<file path="config.mk">
export PLATFORM = sky130hd
export DESIGN_NAME = ecpp_port
export DESIGN_NICKNAME = d
export VERILOG_FILES = /design/src/ecpp_pkg.sv /design/src/ecpp_port.sv
export SDC_FILE = /design/constraint.sdc
export NUM_CORES = 1
export LEC_CHECK = 0
export BUFFER_PORTS_ARGS = -buffer_cell sky130_fd_sc_hd__buf_2
export CAP_MARGIN = 10
export CORE_MARGIN = 3
export CORE_UTILIZATION = 53
export DETAILED_ROUTE_END_ITERATION = 8
export GPL_ROUTABILITY_DRIVEN = 1
export PLACE_DENSITY_LB_ADDON = 0.08
export SYNTH_ARGS = -nofsm -noshare
export SYNTH_HDL_FRONTEND = slang
export SYNTH_SLANG_ARGS = --single-unit
</file>
<file path="constraint.sdc">
create_clock -name sys_clk -period 2 [get_ports sys_clk]
set_input_delay 0.3 -clock sys_clk [delete_from_list [all_inputs] [get_ports sys_clk]]
set_output_delay 0.3 -clock sys_clk [all_outputs]
set_load 0.05 [all_outputs]
</file>
<file path="src/ecpp_pkg.sv">
/*
  Shared constants and types for the ECP peripheral-side parallel port.
  Assumes the pin pad ring resolves the two-way data lines from data_oe.
*/
package ecpp_pkg;

  // Extensibility request values that this port accepts
  localparam logic [7:0] EXT_REQ_ECP    = 8'h10;
  localparam logic [7:0] EXT_REQ_ECP_ID = 8'h14;

  // Depth of the forward byte buffer
  localparam int         FWD_DEPTH      = 2;

  // One byte on the cable plus its command/data flag (1 = command)
  typedef struct packed {
    logic       cmd;
    logic [7:0] data;
  } ecpp_byte_t;

  // Host-driven pins, as seen at the connector
  typedef struct packed {
    logic       host_clk;
    logic       host_ack;
    logic       n_reverse_request;
    logic       active_1284;
    logic [7:0] data;
  } ecpp_host_pins_t;

  // Idle cable levels: strobes high, reverse not requested, port inactive
  localparam ecpp_host_pins_t PINS_IDLE = '{
    host_clk: 1'b1, host_ack: 1'b1, n_reverse_request: 1'b1,
    active_1284: 1'b0, data: 8'h00};

  // Gray codes along forward -> reverse -> strobe -> release
  typedef enum logic [2:0] {
    ST_FWD_IDLE    = 3'h0,
    ST_FWD_BUSY    = 3'h1,
    ST_REV_IDLE    = 3'h3,
    ST_REV_STROBE  = 3'h2,
    ST_REV_RELEASE = 3'h6
  } ecpp_state_t;

endpackage : ecpp_pkg

</file>
<file path="src/ecpp_port.sv">
/*
  Peripheral end of an ECP-mode parallel port: forward bytes from the host
  into a two-entry buffer, reverse bytes from the user onto the cable.
  Assumes the host keeps the ECP handshake order; all host pins are
  asynchronous and pass a two-stage synchroniser here.
*/
`timescale 1ns/1ps

module ecpp_port (
  input  wire logic                      sys_clk,
  input  wire logic                      rst,
  input  wire logic                      ce,
  input  wire ecpp_pkg::ecpp_host_pins_t host_pins,
  output logic [7:0]                     data_out,
  output logic                           data_oe,
  output logic                           periph_clk,
  output logic                           periph_ack,
  output logic                           n_ack_reverse,
  output logic                           xflag,
  output logic                           n_periph_request,
  output logic                           fwd_valid,
  output ecpp_pkg::ecpp_byte_t           fwd_byte,
  input  wire logic                      fwd_ready,
  input  wire logic                      rev_valid,
  input  wire ecpp_pkg::ecpp_byte_t      rev_byte,
  output logic                           rev_ready,
  input  wire logic                      attention,
  input  wire logic                      ext_valid,
  input  wire logic [7:0]                ext_value,
  output logic                           ext_id_mode
);
  import ecpp_pkg::*;

  ecpp_host_pins_t sync1, sync2, next_sync1, next_sync2;
  ecpp_state_t     state, next_state;
  ecpp_byte_t      mem [FWD_DEPTH];
  ecpp_byte_t      next_mem [FWD_DEPTH];
  logic            wr_ptr, rd_ptr, next_wr_ptr, next_rd_ptr;
  logic [1:0]      count, next_count;
  ecpp_byte_t      out_byte, next_out_byte;
  logic            ext_ok, next_ext_ok, next_ext_id_mode;
  logic            push, pop, rev_take, full;

  // Synchroniser: stage one feeds stage two only
  always_comb begin
    next_sync1 = sync1;
    next_sync2 = sync2;
    if (ce) begin
      next_sync1 = host_pins;
      next_sync2 = sync1;
    end
  end

  always_ff @(posedge sys_clk) begin
    if (rst) begin
      sync1 <= PINS_IDLE;
      sync2 <= PINS_IDLE;
    end else begin
      sync1 <= next_sync1;
      sync2 <= next_sync2;
    end
  end

  assign full      = (count == 2'(FWD_DEPTH));
  assign push      = (state == ST_FWD_IDLE) && sync2.active_1284 &&
                     !sync2.host_clk && !full;
  assign pop       = fwd_valid && fwd_ready;
  assign rev_ready = (state == ST_REV_IDLE) && !sync2.host_ack &&
                     sync2.n_reverse_request == 1'b0;
  assign rev_take  = rev_valid && rev_ready;

  // Link state, buffer and reverse byte hold
  always_comb begin
    next_state    = state;
    next_mem      = mem;
    next_wr_ptr   = wr_ptr;
    next_rd_ptr   = rd_ptr;
    next_count    = count;
    next_out_byte = out_byte;
    if (ce) begin
      if (push) begin
        // Host drives low level as 0: data bits stored as seen on the cable, cmd as the inverse of host_ack
        next_mem[wr_ptr] = '{cmd: !sync2.host_ack, data: sync2.data};
        next_wr_ptr      = !wr_ptr;
      end
      if (pop)
        next_rd_ptr = !rd_ptr;
      next_count = count + 2'(push) - 2'(pop);
      case (state)
        ST_FWD_IDLE: begin
          if (push)
            next_state = ST_FWD_BUSY;
          else if (sync2.active_1284 && !sync2.n_reverse_request)
            next_state = ST_REV_IDLE;
        end
        ST_FWD_BUSY: begin
          // Wait for the host to release its strobe before the next byte
          if (sync2.host_clk)
            next_state = ST_FWD_IDLE;
        end
        ST_REV_IDLE: begin
          if (sync2.n_reverse_request)
            next_state = ST_FWD_IDLE;
          else if (rev_take) begin
            next_out_byte = rev_byte;
            next_state    = ST_REV_STROBE;
          end
        end
        ST_REV_STROBE: begin
          if (sync2.host_ack)
            next_state = ST_REV_RELEASE;
        end
        ST_REV_RELEASE: begin
          if (!sync2.host_ack)
            next_state = ST_REV_IDLE;
        end
        default: next_state = ST_FWD_IDLE;
      endcase
      // Leaving ECP mode drops any half-done handshake
      if (!sync2.active_1284)
        next_state = ST_FWD_IDLE;
    end
  end

  always_ff @(posedge sys_clk) begin
    if (rst) begin
      state    <= ST_FWD_IDLE;
      mem      <= '{default: '0};
      wr_ptr   <= 1'b0;
      rd_ptr   <= 1'b0;
      count    <= 2'h0;
      out_byte <= '0;
    end else begin
      state    <= next_state;
      mem      <= next_mem;
      wr_ptr   <= next_wr_ptr;
      rd_ptr   <= next_rd_ptr;
      count    <= next_count;
      out_byte <= next_out_byte;
    end
  end

  // Extensibility answer; held until the next ext_valid, even after the host leaves 1284 mode
  always_comb begin
    next_ext_ok      = ext_ok;
    next_ext_id_mode = ext_id_mode;
    if (ce) begin
      if (ext_valid) begin
        next_ext_ok      = (ext_value == EXT_REQ_ECP) ||
                           (ext_value == EXT_REQ_ECP_ID);
        next_ext_id_mode = (ext_value == EXT_REQ_ECP_ID);
      end else if (!sync2.active_1284 && !ext_ok) begin
        next_ext_id_mode = 1'b0;
      end
    end
  end

  always_ff @(posedge sys_clk) begin
    if (rst) begin
      ext_ok      <= 1'b0;
      ext_id_mode <= 1'b0;
    end else begin
      ext_ok      <= next_ext_ok;
      ext_id_mode <= next_ext_id_mode;
    end
  end

  assign xflag            = ext_ok;
  assign fwd_valid        = (count != 2'h0);
  assign fwd_byte         = mem[rd_ptr];
  assign data_out         = out_byte.data;
  // Only drive the cable once the turnaround is granted
  assign data_oe          = (state == ST_REV_STROBE) ||
                            (state == ST_REV_RELEASE);
  assign n_ack_reverse    = !((state == ST_REV_IDLE) || data_oe);
  assign periph_clk       = (state != ST_REV_STROBE);
  // Busy while a strobe is pending or the buffer has no room; while data_oe is high it carries the inverse of cmd
  assign periph_ack       = data_oe ? !out_byte.cmd
                                    : ((state == ST_FWD_BUSY) || full);
  assign n_periph_request = !(attention || rev_valid);
endmodule : ecpp_port

</file>
==> metrics.csv, run 1 <==
metric;value;unit
Unique masters post-synth;41;
vias in the first global route;2033;
placed instance area;2930;µm²
Worst Path Arrival;1.57;ns
met3 WL;297;µm
clock network fraction of total power;46.2;%
Area contributors post-synth;dfxtp_1 46%, mux2i_1 14%, nor2_1 5.1%;
Final Cell Area;3160;µm²
syn nets;323;
WHS;0.184;ns
Total Wirelength;5370;µm
CP startpoint;rd_ptr$_SDFFE_PP0P_;
Critical Path RT;1.70;ns
Final nets;375;
routed wl met2;2290;µm
Die W;76.5;µm
Worst-Margin Slew;0.519;ns
first-pass GRT wire length;9510;µm
fin. max-slew vios;0;
largest net degree at the start of global routing;46;
Logic pwr share;5.7;%
switch share;21.3;%
Seq/Total Area, Yosys;45.6;%
Fill cells;413;
Area growth syn-to-layout;19.9;%
CTS tree;done;
Fin. Hold Viols;0;
crit end category;output port;
I/O pin count;62;
share of cells above drive strength 1;28.7;%
Synth Instances;285;
crit path max fanout;10;
Hold Crit Class;in -> reg;
Finished Layout Cells;409;
Inst Count DP;393;
Total GRT Usage;20.1;%
Final Util;66.4;%
post-detail-place hpwl;3640;µm
Post-synth EDFFs;0;
critical path launch point type;register;
CTS buffer count;9;
Worst-path clk slew;0.06;ns
sequential power share;48.2;%
antenna viol nets, final;0;
initial antenna violation count;0;
Slew headroom;65.4;%
drt wl/cell;13.1;µm
Worst VDD drop;556;µV
via/cell ratio;5.09;
P_leak;1.38;nW
via count;2082;
Pwr Density;813;nW/µm²
IO buf count;61;
PnR worst setup slack;0.130;ns
ys flop type;dfxtp_1;
die area;5850;µm²
clock buffer depth;2;
post-synth top area cell;dfxtp_1;
Layout Skew;0.0110;ns
Starting Density;55.4;%
drt drc;0;
HP Start;host_pins[10];
Clk Latency, worst-skew pair;0.34;ns
most frequent cells after synthesis;60 x dfxtp_1, 36 x mux2i_1, 36 x nor2_1, 19 x a21oi_1, 18 x nand2_1;
NetSw;0.547;mW
root buf cell;clkbuf_8;
most common cell in the netlist;dfxtp_1;
critical path type;reg -> out;
R2R Path Start;count[0]$_SDFFE_PP0P_;
register bit total from synthesis;60;
Die Ht;76.5;µm
setup violation total in the final timing report;0;
synthesized area per cell;9.24;µm²
top sig layer;met4;
Tmin final;1.87;ns
synthesized area;2630;µm²
post-synth top area share;45.6;%
postcts setup bufs;0;
DRT Pass-1 Iters;4;
Design Power;2.57;mW
row count;25;
final period utilization;93.5;%
GPL Wtd Cong;0.833;
status;completed;
Detailed Route Iter0 Violations;122;
Clock Sinks;60;
Metal-1 WL;2650;µm
H-tree levels;3;
# diodes;0;
worst r2r path cells;9;
max cap viols;0;
Worst Hold Depth;3;
Async S/R FF share, synth;0;%
RSZ-0062 raised after global routing;no;
yosys warns;0;
gr ovfl total;0;
fmax;535;MHz
DP Worst Slack;0.205;ns
Core Region;4750;µm²
internal power;2.02;mW
Fin Setup TNS;0;ns
worst max-delay path, stage by stage, from the launching register on:
cell	delay [ns]
dfxtp_1	0.62
mux2_2	0.40
buf_2	0.21
cell type report:
| class | instances | area (µm²) | area share (%) |
|---|---|---|---|
| well taps | 67 | 83.8 | 2.65 |
| multi-input cells | 191 | 1260 | 39.9 |
| flip-flops and latches | 60 | 1200 | 38.1 |
| inverters | 5 | 18.8 | 0.594 |
| repair buffers | 70 | 375 | 11.9 |
| clock buffers | 12 | 145 | 4.60 |
| clock inverters | 4 | 72.6 | 2.30 |
sequential cells by signal, summed over array words and instances (netlist names):
name,flops
count,2
data_out,8
ext_id_mode,1
mem,18
out_byte,1
rd_ptr,1
state,3
sync1,12
sync2,12
wr_ptr,1
xflag,1
power groups by stage:
stage	clock network, mW	logic, mW	registers, mW
floorplan	0	0.0952	1.26
global placement	0	0.142	1.26
detailed placement	0	0.145	1.26
CTS	1.22	0.146	1.24
global route	1.26	0.162	1.24
finish	1.19	0.145	1.24
logic make-up after synthesis:
group | share of synthesized area (%)
buf+inv | 6.79
xor+xnor | 1.66
simple gates | 16.7
fa+ha+maj | 0.950
mux | 18.1
flops | 45.6
compound gates | 10.2
final timing paths:
path                             to  slack, ns
min reg2reg  sync1[11]$_SDFFE_PP1P_       0.47
min          sync1[10]$_SDFFE_PP1P_       0.18
max reg2reg   count[1]$_SDFFE_PP0P_       0.22
max                     fwd_byte[8]       0.13
per-layer routing:
layer / vias to the layer above / track usage (%)
met4: 0 / 11.6
met3: 9 / 5.56
met2: 56 / 28.5
li1: 1088 / -
met1: 929 / 27.3
met5: - / 0
placed cells by master, fill, tap and decap left out, drive strengths merged, types with 2 or more instances in the layout:
master / n
xnor2: 2
inv: 4
a21oi: 19
clkbuf: 12
a311oi: 2
clkinv: 2
nor3: 3
mux2i: 36
buf: 70
xor2: 3
mux2: 10
ha: 2
nand4: 2
nor2: 36
nand2: 18
dfxtp: 60
nand3: 17
nor2b: 2
bufinv: 2
o21ai: 19
nand2b: 2
o221ai: 2
nand4bb: 2
what timing repair did:
| item | CTS | global route |
|---|---|---|
| hold buffers | 0 | 0 |
| gates resized for setup | 0 | 4 |
| endpoints found under the setup margin | 0 | 2 |
(Power assumes the default switching activity.)
==> run 2, diff against run 1 <==
==> constraint.sdc (replaced) <==
create_clock -name sys_clk -period 2 [get_ports sys_clk]
set_input_delay 0.1 -clock sys_clk [delete_from_list [all_inputs] [get_ports sys_clk]]
set_output_delay 0.1 -clock sys_clk [all_outputs]
set_load 0.05 [all_outputs]
==> run 2 against run 1 <==
  * Flip-flop and latch count stayed put
  * First-iteration DRC count is 36% higher
  * Register-to-register slack got worse by 0.05 ns
  * Die area did not move
  * Critical path depth rose by 7
  * Hold slack lost 0.17 ns
  * Final cell count increased by 2.4%
  * Via count rose by 3.0%
  * Maximum frequency is 2.5% higher
  * Final area grew 2.3%
  * Combinational power grew 9.7%
==> metrics.csv, run 2 (synthesized netlist as in run 1, its figures left out) <==
metric;value;unit;change
Fin Setup TNS;0;ns;unchanged
Area growth syn-to-layout;22.6;%;was 19.9%
CTS buffer count;9;;unchanged
Top delay family on crit path;simple AND/OR/NAND/NOR gates;;was flip-flops
worst r2r dst;count[1]$_SDFFE_PP0P_;;unchanged
critical path type;reg -> reg;;was reg -> out
Clock Sinks;60;;unchanged
Final nets;385;;was 375
fmax;548;MHz;was 535 MHz
PnR worst setup slack;0.175;ns;was 0.130 ns
via/cell ratio;5.12;;was 5.09
crit path max-delay cell type;dfxtp_1;;unchanged
first-pass GRT wire length;9420;µm;was 9510 µm
fin. max-slew vios;0;;unchanged
drt drc;0;;unchanged
CTS tree;done;;unchanged
max cap viols;0;;unchanged
Logic pwr share;6.5;%;was 5.7%
Die Ht;76.5;µm;unchanged
placed instance area;2940;µm²;was 2930 µm²
crit end category;register;;was output port
GPL Wtd Cong;0.861;;was 0.833
leading cell type in the layout, fill and taps excluded;buf_2;;unchanged
initial antenna violation count;0;;unchanged
Total Wirelength;5430;µm;was 5370 µm
share of cells above drive strength 1;28.4;%;was 28.7%
GRT met2 Usage;30.0;%;was 28.5%
setup violation total in the final timing report;0;;unchanged
gr ovfl total;0;;unchanged
IO buf count;61;;unchanged
P_leak;1.41;nW;was 1.38 nW
drt wl/cell;13.0;µm;was 13.1 µm
critical path launch point type;register;;unchanged
Final Cell Area;3230;µm²;was 3160 µm²
clock buffer depth;2;;unchanged
largest net degree at the start of global routing;46;;unchanged
NetSw;0.559;mW;was 0.547 mW
Design Power;2.46;mW;was 2.57 mW
max reg flops;18;;unchanged
I/O pin count;62;;unchanged
sequence of cells on the critical path;nor3_2, nand3_1, ha_1, inv_1, ha_1, xor2_1, nand2_1, xor2_1, nor2_1;;was mux2_2, buf_2
CP Depth;9;;was 2
Worst-path clk slew;0.07;ns;was 0.06 ns
via count;2145;;was 2,082
# diodes;0;;unchanged
Finished Layout Cells;419;;was 409
DP Worst Slack;0.202;ns;was 0.205 ns
switch share;22.7;%;was 21.3%
Slew headroom;65.4;%;about the same
Inst Count DP;394;;was 393
Critical Path RT;2.21;ns;was 1.70 ns
Core Region;4750;µm²;unchanged
H-tree levels;3;;unchanged
crit path max fanout;12;;was 10
Reg with most FFs;mem;;unchanged
Fin. Hold Viols;0;;unchanged
busiest grt layer;met2;;unchanged
Critical Path End;count[1]$_SDFFE_PP0P_;;was fwd_byte[8]
root buf cell;clkbuf_8;;unchanged
Layout Skew;0.00779;ns;was 0.0110 ns
Hold Buf Count CTS;9;;was 0
met1 GRT Util;26.5;%;was 27.3%
CP startpoint;state[2]$_SDFFE_PP0P_;;was rd_ptr$_SDFFE_PP0P_
Pwr Density;762;nW/µm²;was 813 nW/µm²
worst r2r path cells;9;;unchanged
internal power;1.90;mW;was 2.02 mW
final period utilization;91.3;%;was 93.5%
Total GRT Usage;19.9;%;was 20.1%
sequential power share;50.3;%;was 48.2%
R2R Path Start;state[2]$_SDFFE_PP0P_;;was count[0]$_SDFFE_PP0P_
Worst Path Arrival;2.03;ns;was 1.57 ns
biggest regs;mem x18, sync1 x12, sync2 x12;;unchanged
most frequent cells in the layout;61 x buf_2, 60 x dfxtp_1, 36 x nor2_1, 36 x mux2i_1, 19 x a21oi_1;;was 60 x buf_2, 59 x dfxtp_1, 36 x nor2_1, 36 x mux2i_1, 19 x a21oi_1
die area;5850;µm²;unchanged
Worst-Margin Slew;0.519;ns;about the same
met3 Usage GRT;5.20;%;was 5.56%
r2r setup slk;0.17;ns;was 0.22 ns
Crit path buffers/inverters;1;;unchanged
Hold Crit Class;in -> reg;;unchanged
postcts setup bufs;0;;unchanged
cts repair resizes;0;;unchanged
highest cell delay on the worst timing path;0.43;ns;was 0.62 ns
vias in the first global route;2049;;was 2,033
Worst VDD drop;539;µV;was 556 µV
Die W;76.5;µm;unchanged
Starting Density;55.4;%;unchanged
Tmin final;1.83;ns;was 1.87 ns
RSZ-0062 raised after global routing;no;;unchanged
Clk Latency, worst-skew pair;0.33;ns;was 0.34 ns
post-detail-place hpwl;3630;µm;was 3640 µm
row count;25;;unchanged
clock network fraction of total power;43.3;%;was 46.2%
DRT Pass-1 Iters;5;;was 4
antenna viol nets, final;0;;unchanged
Detailed Route Iter0 Violations;166;;was 122
status;completed;;unchanged
## run 2: cell count changes in the layout (fill, tap and decap cells not counted), sizes merged
cell | before | now
dlygate4sd3 | 0 | 9
clkbuf | 12 | 10
clkinv | 2 | 4
buf | 70 | 71
bufinv | 2 | 1
clkinvlp | 1 | 2
## run 2: how the worst min path moves through the flow
stage                       start  slack (ns)  depth (start not counted)                        to
floorplan           host_pins[10]        0.23                          2    sync1[10]$_SDFFE_PP1P_
global placement     host_pins[9]        0.31                          3     sync1[9]$_SDFFE_PP1P_
detailed placement  host_pins[11]        0.32                          3    sync1[11]$_SDFFE_PP1P_
CTS                  host_pins[6]       0.002                          3     sync1[6]$_SDFFE_PP0P_
global route          rev_byte[8]        0.02                          3  out_byte[8]$_SDFFE_PP0P_
finish               host_pins[3]        0.01                          3     sync1[3]$_SDFFE_PP0P_
## run 2: metal layers
metal | vias to the layer above | share of wire [%]
met1 | 971 | 49
met5 | - | 0
met3 | 9 | 5.6
li1 | 1107 | -
met2 | 58 | 44
met4 | 0 | 1.7
## run 2: power by group through the flow
stage | Sequential, mW | Combinational [mW] | Clock [mW]
detailed placement | 1.26 | 0.146 | 0
CTS | 1.24 | 0.159 | 1.09
global route | 1.24 | 0.177 | 1.14
finish | 1.24 | 0.159 | 1.07
global placement | 1.26 | 0.144 | 0
floorplan | 1.26 | 0.0952 | 0
## run 2: tightest hold or removal path, cell delays in order
cell and delay [ns]:
buf_2 0.07, mux2i_1 0.05, nor2_1 0.07
## run 2: final cells by class
| cell class | count | area [µm²] |
|---|---|---|
| Fill cell | 431 | 1530 |
| Multi-Input combinational cell | 191 | 1250 |
| Sequential cell | 60 | 1200 |
| Timing Repair Buffer | 80 | 470 |
| Clock buffer | 10 | 138 |
| Tap cell | 67 | 83.8 |
| Clock inverter | 6 | 63.8 |
| Inverter | 5 | 18.8 |
## run 2: metrics by stage
stage          util [%]  hold WS, ns
2_1_floorplan         -        0.228
3_3_place_gp       61.8        0.314
3_5_place_dp       61.8        0.321
4_1_cts            67.9      0.00163
5_1_grt            67.9       0.0185
6_report           67.9       0.0100
